--- src/rtl/nand_irq_pkg.sv ---
// Constants and carrier types for the NAND controller interrupt block.
// Assumes a single 40 MHz system clock and a 32-bit AXI4-Lite bus.
package nand_irq_pkg;

    // Register byte addresses
    localparam logic [31:0] OFS_EDGE_MODE        = 32'h400e_0000;
    localparam logic [31:0] OFS_STATUS           = 32'h400e_0008;
    localparam logic [31:0] OFS_IRQ_ENABLE       = 32'h400e_000c;
    localparam logic [31:0] OFS_IRQ_DISABLE      = 32'h400e_0010;
    localparam logic [31:0] OFS_IRQ_MASK         = 32'h400e_0014;
    localparam logic [31:0] OFS_FIRST_ADDR_CYCLE = 32'h400e_0018;
    localparam logic [31:0] OFS_BANK_NUMBER      = 32'h400e_001c;

    // Source bit positions, shared by status, enable, disable and mask
    localparam int BIT_RDY_RISING_EDGE       = 4;
    localparam int BIT_RDY_FALLING_EDGE      = 5;
    localparam int BIT_TRANSFER_FINISHED     = 16;
    localparam int BIT_COMMAND_FINISHED      = 17;
    localparam int BIT_DATA_TIMEOUT_ERROR    = 20;
    localparam int BIT_UNDEFINED_AREA_ACCESS = 21;
    localparam int BIT_ACCESS_WHILE_BUSY     = 22;
    localparam int BIT_ACCESS_SIZE_ERROR     = 23;
    localparam int BIT_LINE0_EDGE_EVENT      = 24;

    // Defined sources; every other bit is reserved
    localparam logic [31:0] SOURCE_BITS = 32'h01f3_0030;

    // Field layouts and reset values
    localparam int BANK_W       = 3;
    localparam int ADDR_BYTE_W  = 8;
    localparam int BIT_EDGE_SEL = 0;
    localparam logic [31:0]          RST_MASK      = 32'h0000_0000;
    localparam logic [31:0]          RST_FLAGS     = 32'h0000_0000;
    localparam logic [ADDR_BYTE_W-1:0] RST_ADDR_BYTE = 8'h00;
    localparam logic [BANK_W-1:0]    RST_BANK      = 3'h0;

    // Access size encoding of the memory-area access port
    localparam logic [1:0] SIZE_WORD = 2'h2;

    // AXI responses
    localparam logic [1:0] RESP_OKAY   = 2'h0;
    localparam logic [1:0] RESP_DECERR = 2'h3;

    // One-cycle event pulses from the controller core
    typedef struct packed {
        logic transfer_finished;
        logic command_finished;
        logic data_timeout_error;
        logic undefined_area_access;
        logic access_while_busy;
    } nfc_events_t;

endpackage : nand_irq_pkg

--- src/rtl/nand_ctrl_irq_enable_mask.sv ---
// Interrupt enable, disable and mask logic of the NAND flash controller,
// with the first-address-cycle and bank registers, as an AXI4-Lite slave.
// Assumes event pulses and the ready/busy line are synchronous to aclk.
//
// Register access over AXI4-Lite is this design's own decision.
module nand_ctrl_irq_enable_mask
    import nand_irq_pkg::*;
(
    // Clock and reset
    input  wire logic                   aclk,
    input  wire logic                   aresetn,
    // AXI4-Lite write address and data
    input  wire logic [31:0]            awaddr,
    input  wire logic [2:0]             awprot,
    input  wire logic                   awvalid,
    output logic                        awready,
    input  wire logic [31:0]            wdata,
    input  wire logic [3:0]             wstrb,
    input  wire logic                   wvalid,
    output logic                        wready,
    // AXI4-Lite write response
    output logic [1:0]                  bresp,
    output logic                        bvalid,
    input  wire logic                   bready,
    // AXI4-Lite read
    input  wire logic [31:0]            araddr,
    input  wire logic [2:0]             arprot,
    input  wire logic                   arvalid,
    output logic                        arready,
    output logic [31:0]                 rdata,
    output logic [1:0]                  rresp,
    output logic                        rvalid,
    input  wire logic                   rready,
    // Controller events
    input  wire nfc_events_t            events,
    input  wire logic                   rdy_line,
    input  wire logic                   mem_access_valid,
    input  wire logic [1:0]             mem_access_size,
    // Outputs to the controller and system
    output logic [ADDR_BYTE_W-1:0]      first_address_byte,
    output logic [BANK_W-1:0]           flash_bank_number,
    output logic                        irq
);

    typedef struct packed {
        logic                   awready;
        logic                   wready;
        logic                   aw_got;
        logic                   w_got;
        logic [31:0]            waddr;
        logic [31:0]            wdat;
        logic [3:0]             wstb;
        logic                   bvalid;
        logic [1:0]             bresp;
        logic                   arready;
        logic                   rvalid;
        logic [31:0]            rdata;
        logic [1:0]             rresp;
        logic [31:0]            mask;
        logic [31:0]            flags;
        logic [ADDR_BYTE_W-1:0] addr_byte;
        logic [BANK_W-1:0]      bank;
        logic                   edge_fall;
        logic                   rdy_prev;
        logic                   irq;
    } state_t;

    state_t s;
    state_t next_s;

    // Byte-lane merge of a write into a stored word
    function automatic logic [31:0] lane_merge(input logic [31:0] old,
                                               input logic [31:0] data,
                                               input logic [3:0]  strb);
        logic [31:0] res;
        res = old;
        for (int i = 0; i < 4; i++) begin
            if (strb[i]) begin
                res[8*i +: 8] = data[8*i +: 8];
            end
        end
        return res;
    endfunction : lane_merge

    logic        do_write;
    logic        do_read;
    logic        status_read;
    logic [31:0] wbits;
    logic [31:0] ev_bits;
    logic        rise;
    logic        fall;

    assign do_write    = s.aw_got && s.w_got && !s.bvalid;
    assign do_read     = arvalid && s.arready;
    assign status_read = do_read && (araddr == OFS_STATUS);
    assign wbits       = lane_merge(32'h0000_0000, s.wdat, s.wstb)
                         & SOURCE_BITS;
    assign rise        = rdy_line && !s.rdy_prev;
    assign fall        = !rdy_line && s.rdy_prev;

    always_comb begin
        ev_bits = 32'h0000_0000;
        ev_bits[BIT_RDY_RISING_EDGE]       = rise;
        ev_bits[BIT_RDY_FALLING_EDGE]      = fall;
        ev_bits[BIT_TRANSFER_FINISHED]     = events.transfer_finished;
        ev_bits[BIT_COMMAND_FINISHED]      = events.command_finished;
        ev_bits[BIT_DATA_TIMEOUT_ERROR]    = events.data_timeout_error;
        ev_bits[BIT_UNDEFINED_AREA_ACCESS] = events.undefined_area_access;
        ev_bits[BIT_ACCESS_WHILE_BUSY]     = events.access_while_busy;
        ev_bits[BIT_ACCESS_SIZE_ERROR]     = mem_access_valid
                                             && (mem_access_size != SIZE_WORD);
        ev_bits[BIT_LINE0_EDGE_EVENT]      = s.edge_fall ? fall : rise;
    end

    always_comb begin
        next_s          = s;
        next_s.rdy_prev = rdy_line;

        // Write channel: address and data taken in either order
        if (awvalid && s.awready) begin
            next_s.aw_got = 1'b1;
            next_s.waddr  = awaddr;
        end
        if (wvalid && s.wready) begin
            next_s.w_got = 1'b1;
            next_s.wdat  = wdata;
            next_s.wstb  = wstrb;
        end
        if (s.bvalid && bready) begin
            next_s.bvalid = 1'b0;
        end
        if (do_write) begin
            next_s.aw_got = 1'b0;
            next_s.w_got  = 1'b0;
            next_s.bvalid = 1'b1;
            next_s.bresp  = RESP_OKAY;
            unique case (s.waddr)
                OFS_IRQ_ENABLE: begin
                    next_s.mask = s.mask | wbits;
                end
                OFS_IRQ_DISABLE: begin
                    next_s.mask = s.mask & ~wbits;
                end
                OFS_STATUS: begin
                    next_s.flags = s.flags & ~wbits;
                end
                OFS_FIRST_ADDR_CYCLE: begin
                    next_s.addr_byte = ADDR_BYTE_W'(lane_merge(
                        {24'h00_0000, s.addr_byte}, s.wdat,
                        s.wstb));
                end
                OFS_BANK_NUMBER: begin
                    next_s.bank = BANK_W'(lane_merge(
                        {29'h0000_0000, s.bank}, s.wdat,
                        s.wstb));
                end
                OFS_EDGE_MODE: begin
                    if (s.wstb[0]) begin
                        next_s.edge_fall = s.wdat[BIT_EDGE_SEL];
                    end
                end
                OFS_IRQ_MASK: begin
                    next_s.bresp = RESP_OKAY;
                end
                default: begin
                    next_s.bresp = RESP_DECERR;
                end
            endcase
        end

        // Read channel
        if (s.rvalid && rready) begin
            next_s.rvalid = 1'b0;
        end
        if (do_read) begin
            next_s.rvalid = 1'b1;
            next_s.rresp  = RESP_OKAY;
            next_s.rdata  = 32'h0000_0000;
            unique case (araddr)
                OFS_STATUS: begin
                    next_s.rdata = s.flags;
                end
                OFS_IRQ_MASK: begin
                    next_s.rdata = s.mask;
                end
                OFS_FIRST_ADDR_CYCLE: begin
                    next_s.rdata = {24'h00_0000, s.addr_byte};
                end
                OFS_BANK_NUMBER: begin
                    next_s.rdata = {29'h0000_0000, s.bank};
                end
                OFS_EDGE_MODE: begin
                    next_s.rdata = {31'h0000_0000, s.edge_fall};
                end
                OFS_IRQ_ENABLE, OFS_IRQ_DISABLE: begin
                    next_s.rdata = 32'h0000_0000;
                end
                default: begin
                    next_s.rresp = RESP_DECERR;
                end
            endcase
        end

        // status read clears, new events win
        if (status_read) begin
            next_s.flags = 32'h0000_0000;
        end
        next_s.flags = next_s.flags | ev_bits;

        next_s.irq = |(next_s.flags & next_s.mask);

        // Each ready only while its own beat is not held and no response is pending, so one write and one read at a time
        next_s.awready = !next_s.aw_got && !next_s.bvalid;
        next_s.wready  = !next_s.w_got && !next_s.bvalid;
        next_s.arready = !next_s.rvalid;
    end

    always_ff @(posedge aclk) begin
        if (!aresetn) begin
            s           <= '0;
            s.mask      <= RST_MASK;
            s.flags     <= RST_FLAGS;
            s.addr_byte <= RST_ADDR_BYTE;
            s.bank      <= RST_BANK;
        end else begin
            s <= next_s;
        end
    end

    assign awready            = s.awready;
    assign wready             = s.wready;
    assign bvalid             = s.bvalid;
    assign bresp              = s.bresp;
    assign arready            = s.arready;
    assign rvalid             = s.rvalid;
    assign rdata              = s.rdata;
    assign rresp              = s.rresp;
    assign first_address_byte = s.addr_byte;
    assign flash_bank_number  = s.bank;
    assign irq                = s.irq;

    logic wr_ier;
    logic wr_idr;
    assign wr_ier = do_write && (s.waddr == OFS_IRQ_ENABLE);
    assign wr_idr = do_write && (s.waddr == OFS_IRQ_DISABLE);
endmodule : nand_ctrl_irq_enable_mask

--- config.mk ---
export PLATFORM = sky130hd
export DESIGN_NAME = nand_ctrl_irq_enable_mask
export DESIGN_NICKNAME = d
export VERILOG_FILES = /design/src/rtl/nand_irq_pkg.sv /design/src/rtl/nand_ctrl_irq_enable_mask.sv
export SDC_FILE = /design/constraint.sdc
export NUM_CORES = 1
export LEC_CHECK = 0
export ABC_AREA = 0
export ABC_CLOCK_PERIOD_IN_PS = 2100
export BUFFER_PORTS_ARGS = -buffer_cell sky130_fd_sc_hd__buf_4
export CORE_ASPECT_RATIO = 0.8
export CORE_UTILIZATION = 45
export CTS_CLUSTER_SIZE = 10
export DETAILED_ROUTE_END_ITERATION = 8
export GPL_ROUTABILITY_DRIVEN = 0
export PLACE_DENSITY_LB_ADDON = 0.1
export SETUP_SLACK_MARGIN = 0.5
export SLEW_MARGIN = 20
export SYNTH_ARGS = -nofsm -noshare
export SYNTH_HDL_FRONTEND = slang
export SYNTH_SLANG_ARGS = --single-unit
--- constraint.sdc ---
create_clock -name aclk -period 2.1 [get_ports aclk]
set_input_delay 0.105 -clock aclk [delete_from_list [all_inputs] [get_ports aclk]]
set_output_delay 0.105 -clock aclk [all_outputs]
set_load 0.05 [all_outputs]
==> Word-level counts from Yosys, hierarchy flattened <==
Cells that the tools add are included.
{ "totals": {"ff_bits": 182, "in_bits": 122, "out_inout_bits": 53, "wordCells": 91} }
{ "classes": {"n_eq_ne": 15, "n_mux": 24, "bitwise": 6, "reduce_logical": 26} }
{ "op_table": {"columns": ["cell", "n"], "rows": [
  ["$eq 32x31->1 const B", 14],
  ["$pmux 32 s5", 1],
  ["$and 32x32->32", 3],
  ["$mux 76", 1],
  ["$mux 32", 2],
  ["$or 32x25->32", 2],
  ["$pmux 32 s2", 1],
  ["$mux 35", 1],
  ["$not 25->32", 1],
  ["$reduce_or 32->1", 1],
  ["$mux 8", 3],
  ["$reduce_or 7->1", 2],
  ["$logic_and 1x1->1", 13],
  ["$mux 3", 3],
  ["$reduce_and 3->1", 3],
  ["$mux 1", 8],
  ["$logic_not 1->1", 7],
  ["$mux 2", 3],
  ["$mux 6", 1],
  ["$ne 2x2->1 const B", 1]
]} }

==> Logic depth before layout (Yosys ltp) <==
{ "depth": {"depth_word": 9, "depth_mapped": 8, "mapped_depth_nobuf": 7} }

==> Least setup slack after synthesis <==
No wires, ideal clock.
{ "synth_path": {"path_type": "register to register", "from": "register s (netlist bit bvalid)", "to": "register s (netlist bit irq)", "setup_ns": 0.131, "t_arrival_ns": 2.362, "required_ns": 1.969, "slack_ns": -0.394, "stages_incl_launch_ff": 8, "n_path_buf": 0, "period_less_slack_ns": 2.494, "cell_sequence": "dfxtp_1 -> nand3b_4 -> or3_4 -> nor4_4 -> nand4_1 -> a32o_1 -> a2111oi_2 -> a31oi_1"} }
{ "synth_between": {"elab_chain_cells": 7} }
{ "synth_lines": {"columns": ["element", "line_no", "source"], "rows": [
  ["start, declared", "nand_ctrl_irq_enable_mask.sv:68", "state_t s;"],
  ["start signal, assigned", "nand_ctrl_irq_enable_mask.sv:226", "s <= next_s;"],
  ["$logic_not 1->1 *", "nand_ctrl_irq_enable_mask.sv:93", "assign do_write = s.aw_got && s.w_got && !s.bvalid;"],
  ["$logic_and 1x1->1 *", "nand_ctrl_irq_enable_mask.sv:93", null],
  ["$mux 76 *", "nand_ctrl_irq_enable_mask.sv:132", "if (do_write) begin"],
  ["$mux 32", "nand_ctrl_irq_enable_mask.sv:205", "if (status_read) begin"],
  ["$or 32x25->32", "nand_ctrl_irq_enable_mask.sv:208", "next_s.flags = next_s.flags | ev_bits;"],
  ["$and 32x32->32 *", "nand_ctrl_irq_enable_mask.sv:210", "next_s.irq = |(next_s.flags & next_s.mask);"],
  ["$reduce_or 32->1 *", "nand_ctrl_irq_enable_mask.sv:210", null]
]} }
Mark *: on every way between the ends. The rest lies on a longest branch, timed or not.
A chain may end at the register's enable or synchronous reset.

==> Final worst setup path <==
{ "layout_path": {"from": "register s[162] (netlist bit)", "to": "register s (netlist bit irq)"} }
{ "layout_between": {"elab_chain_cells": 7, "word_cells_on_any_way": 10, "cone_classes": "eq/ne: 3; mux: 4; bitwise: 2; reduce/logical: 1"} }
{ "layout_lines": {"columns": ["element", "line_no", "source"], "rows": [
  ["$eq 32x31->1", "nand_ctrl_irq_enable_mask.sv:137", "unique case (s.waddr)"],
  ["$mux 32", "nand_ctrl_irq_enable_mask.sv:137", null],
  ["$mux 76 *", "nand_ctrl_irq_enable_mask.sv:132", null],
  ["$mux 32", "nand_ctrl_irq_enable_mask.sv:205", null],
  ["$or 32x25->32", "nand_ctrl_irq_enable_mask.sv:208", null],
  ["$and 32x32->32 *", "nand_ctrl_irq_enable_mask.sv:210", null],
  ["$reduce_or 32->1 *", "nand_ctrl_irq_enable_mask.sv:210", null]
]} }
Marked as above.

==> out/qor.csv <==
metric;value;unit
status;finished, violations left;
violations;hold timing, setup timing;
max_cap_viol_count;0;
placementRows;33;
cp_max_fo;8;
synth_commonest_cells;nand2_1 (134), dfxtp_1 (106), a21oi_1 (78);
synth_area;0.004760;mm²
die_area;0.01099;mm²
period_minus_slack;2.335;ns
dp_hpwl;9044;µm
grt_overflow_total;0;
multi_input_area;0.002491;mm²
seqPwrFrac;48.6;%
relSlewSlack;51.02;%
p_sw_share;26.20;%
die_h;93.99;µm
core-area;0.01028;mm²
required;2.32;ns
power.total;4.410;mW
maxSlewViolCount;0;
synth-warning-count;0;
crit_path_start;s[162]$_SDFFE_PN0P_;
syn2layout_area_growth;40.96;%
dr.pass1.iters;5;
synth_top_area_cell;dfxtp_1;
internal_power;3.255;mW
seq_area_frac_synth;44.58;%
hold_end;s[182]$_SDFFE_PN0P_;
avgRoutedWirePerCell;14.37;µm
ios;175;
post-route-period-util;111.2;%
hold_viol_final;2;
nNetsFinal;853;
fmax;428.2;MHz
synth_top_area_share;44.58;%
drive_gt1_share;36.68;%
grt_max_degree;36;
grt_pass1_wl;19210;µm
initial_core_util;46.29;%
drc_errors;0;
cts_buffers;9;
antenna_left;0;
setup_viol;12;
diodes;0;
min_from;awaddr[29];
worst_r2r_startpoint;s[162]$_SDFFE_PN0P_;
crit_type;flop to flop;
rsz0062_at_grt;true;
hold_ws;-0.001822;ns
synth_flop_cell;dfxtp_1;
ir_drop;0.0003649;V
cts.clk_slew.worst_paths;0.07;ns
synth_area_per_cell;8.192;µm²
num_vias;4478;
p_clk_share;37.0;%
insertion_delay;0.35;ns
hold_path.class;primary input to flop;
leakage;2.792;nW
fin_ws;-0.2353;ns
synth.area.top_cells;dfxtp_1 (45%), nand2_1 (11%), a21oi_1 (8.2%);
cp-start-kind;flop;
port_buffers;133;
p_sw;1.156;mW
fin_worst_skew;0.009919;ns
regArea;0.002138;mm²
nFillCells;847;
cp.arrival;2.55;ns
postSynthCellCount;581;
reg2reg_slack;-0.24;ns
pwr-share-comb;14.4;%
min_path_cells;3;
ys_ff_latch;106;
die_w;117.0;µm
r2r_end;irq$_SDFF_PN0_;
cts_tree;done;
rr_worst_depth;8;
drt_iter0_drc;179;
first_global_vias;4101;
synth_most_common_cell;nand2_1;
htree_levels;3;
routed_wl;12590;µm
synth_async_sr_flop_share;0;%
synth_edf_count;0;
clock_sinks;106;
track_usage;22.62;%
clockRootBuffer;clkbuf_16;
crit_path_end_kind;flop;
powerDensity;657.4;mW/mm²
synth_cell_types;49;
vias_per_cell;5.112;
antenna_found_initial;0;
worstMarginPinSlew;0.7347;ns
clock_path_buffers;2;
==> power by group through the flow <==
stage	sequential [mW]	clock, mW	combinational [mW]
after detailed placement	2.18	0	0.584
after global placement	2.18	0	0.577
after floorplan	2.19	0	0.324
after global routing	2.15	1.73	0.689
final	2.14	1.63	0.636
after CTS	2.14	1.66	0.616
==> registers in the layout, indices dropped and copies added (netlist names) <==
| signal | flops |
|---|---|
| rvalid | 1 |
| first_address_byte | 8 |
| bvalid | 1 |
| rdata | 15 |
| wready | 1 |
| s | 72 |
| awready | 1 |
| bresp | 1 |
| irq | 1 |
| flash_bank_number | 3 |
| rresp | 1 |
| arready | 1 |
==> cell type report <==
class | count | area share, %
Multi-Input combinational cell | 405 | 37.13
Inverter | 11 | 0.6154
Sequential cell | 106 | 31.87
Clock inverter | 5 | 0.5408
Timing Repair Buffer | 198 | 23.44
Clock buffer | 11 | 3.786
Tap cell | 140 | 2.611
==> cells in the final DEF, fill, tap and decap left out, types with 3 or more instances in the layout <==
master         Yosys  final
o31ai_4            0      4
nand2_2            0      5
clkinvlp_4         0      3
dlygate4sd3_1      0     11
and3_1             3      3
nor3_1             4      4
a21oi_2            0      7
buf_4             47    176
nor4b_1            6      4
mux2i_1           16     16
nand2_4            1      3
a21oi_1           78     71
nor4_4             2      5
and4_1             3      3
inv_1             11     10
nand3_1            9      6
and2_1            12     10
nor4_1            11      6
nand4_1           11     11
o21ai_0            6      5
nand2b_1           3      3
dfxtp_1          106     97
a31oi_2            0      3
a22oi_1           13     12
dfxtp_2            0      7
nor2_1            35     35
clkbuf_16          0     10
buf_6              1      9
conb_1             1     17
nand2_1          134    126
nand3_2            0      3
==> metrics by stage <==
stage	setup WS (ns)	TNS [ns]	area [µm²]	utilization [%]	cells
detailed placement	-0.2252	-0.9777	5942	57.79	839
floorplan	-0.08360	-0.1737	4878	-	597
CTS	-0.1834	-0.6094	6555	63.76	872
global route	-0.3272	-2.621	6709	65.26	876
finish	-0.2353	-1.132	6709	65.26	876
global placement	-0.2079	-1.051	5942	57.79	839
==> worst max-delay path: stages (launching register included) <==
cell and delay, ns:
dfxtp_2 0.33, or4b_4 0.55, nor4_4 0.24, buf_6 0.17, nand2_8 0.09, o21ai_0 0.29, nand2_1 0.12, a221oi_1 0.29
a31oi_1 0.13
==> per-layer routing <==
layer  GRT usage [%]  wire (µm)  share of wire, %  up-vias
met5               0          0                 0        -
met4           6.857        109              0.87        0
met3           3.613        764               6.1       11
met2           38.51       6049                48      159
met1           29.30       5664                45     2063
li1                -          -                 -     2245
==> timing repair <==
| item | 4_1_cts | 5_1_grt |
|---|---|---|
| buffers inserted | 6 | 4 |
| hold endpoints to repair | 11 | 0 |
| setup endpoints to repair | 32 | 32 |
| hold buffers | 11 | 0 |
| pin swaps | 17 | 13 |
| gates resized for setup | 35 | 28 |
==> cells by family after synthesis <==
group | share of synthesized area (%)
and+or+nand+nor | 26.60
AOI/OAI and AO/OA | 14.72
DFF | 44.58
buffers and inverters | 10.65
muxes | 3.365
other | 0.07879
==> how the worst max path moves through the flow <==
stage | slack [ns] | cells after the start | end
finish | -0.24 | 8 | irq$_SDFF_PN0_
global route | -0.33 | 8 | irq$_SDFF_PN0_
CTS | -0.18 | 8 | irq$_SDFF_PN0_
detailed placement | -0.23 | 8 | irq$_SDFF_PN0_
global placement | -0.21 | 8 | irq$_SDFF_PN0_
floorplan | -0.08 | 7 | irq$_SDFF_PN0_
No activity file was read; power rests on OpenSTA's default activity.
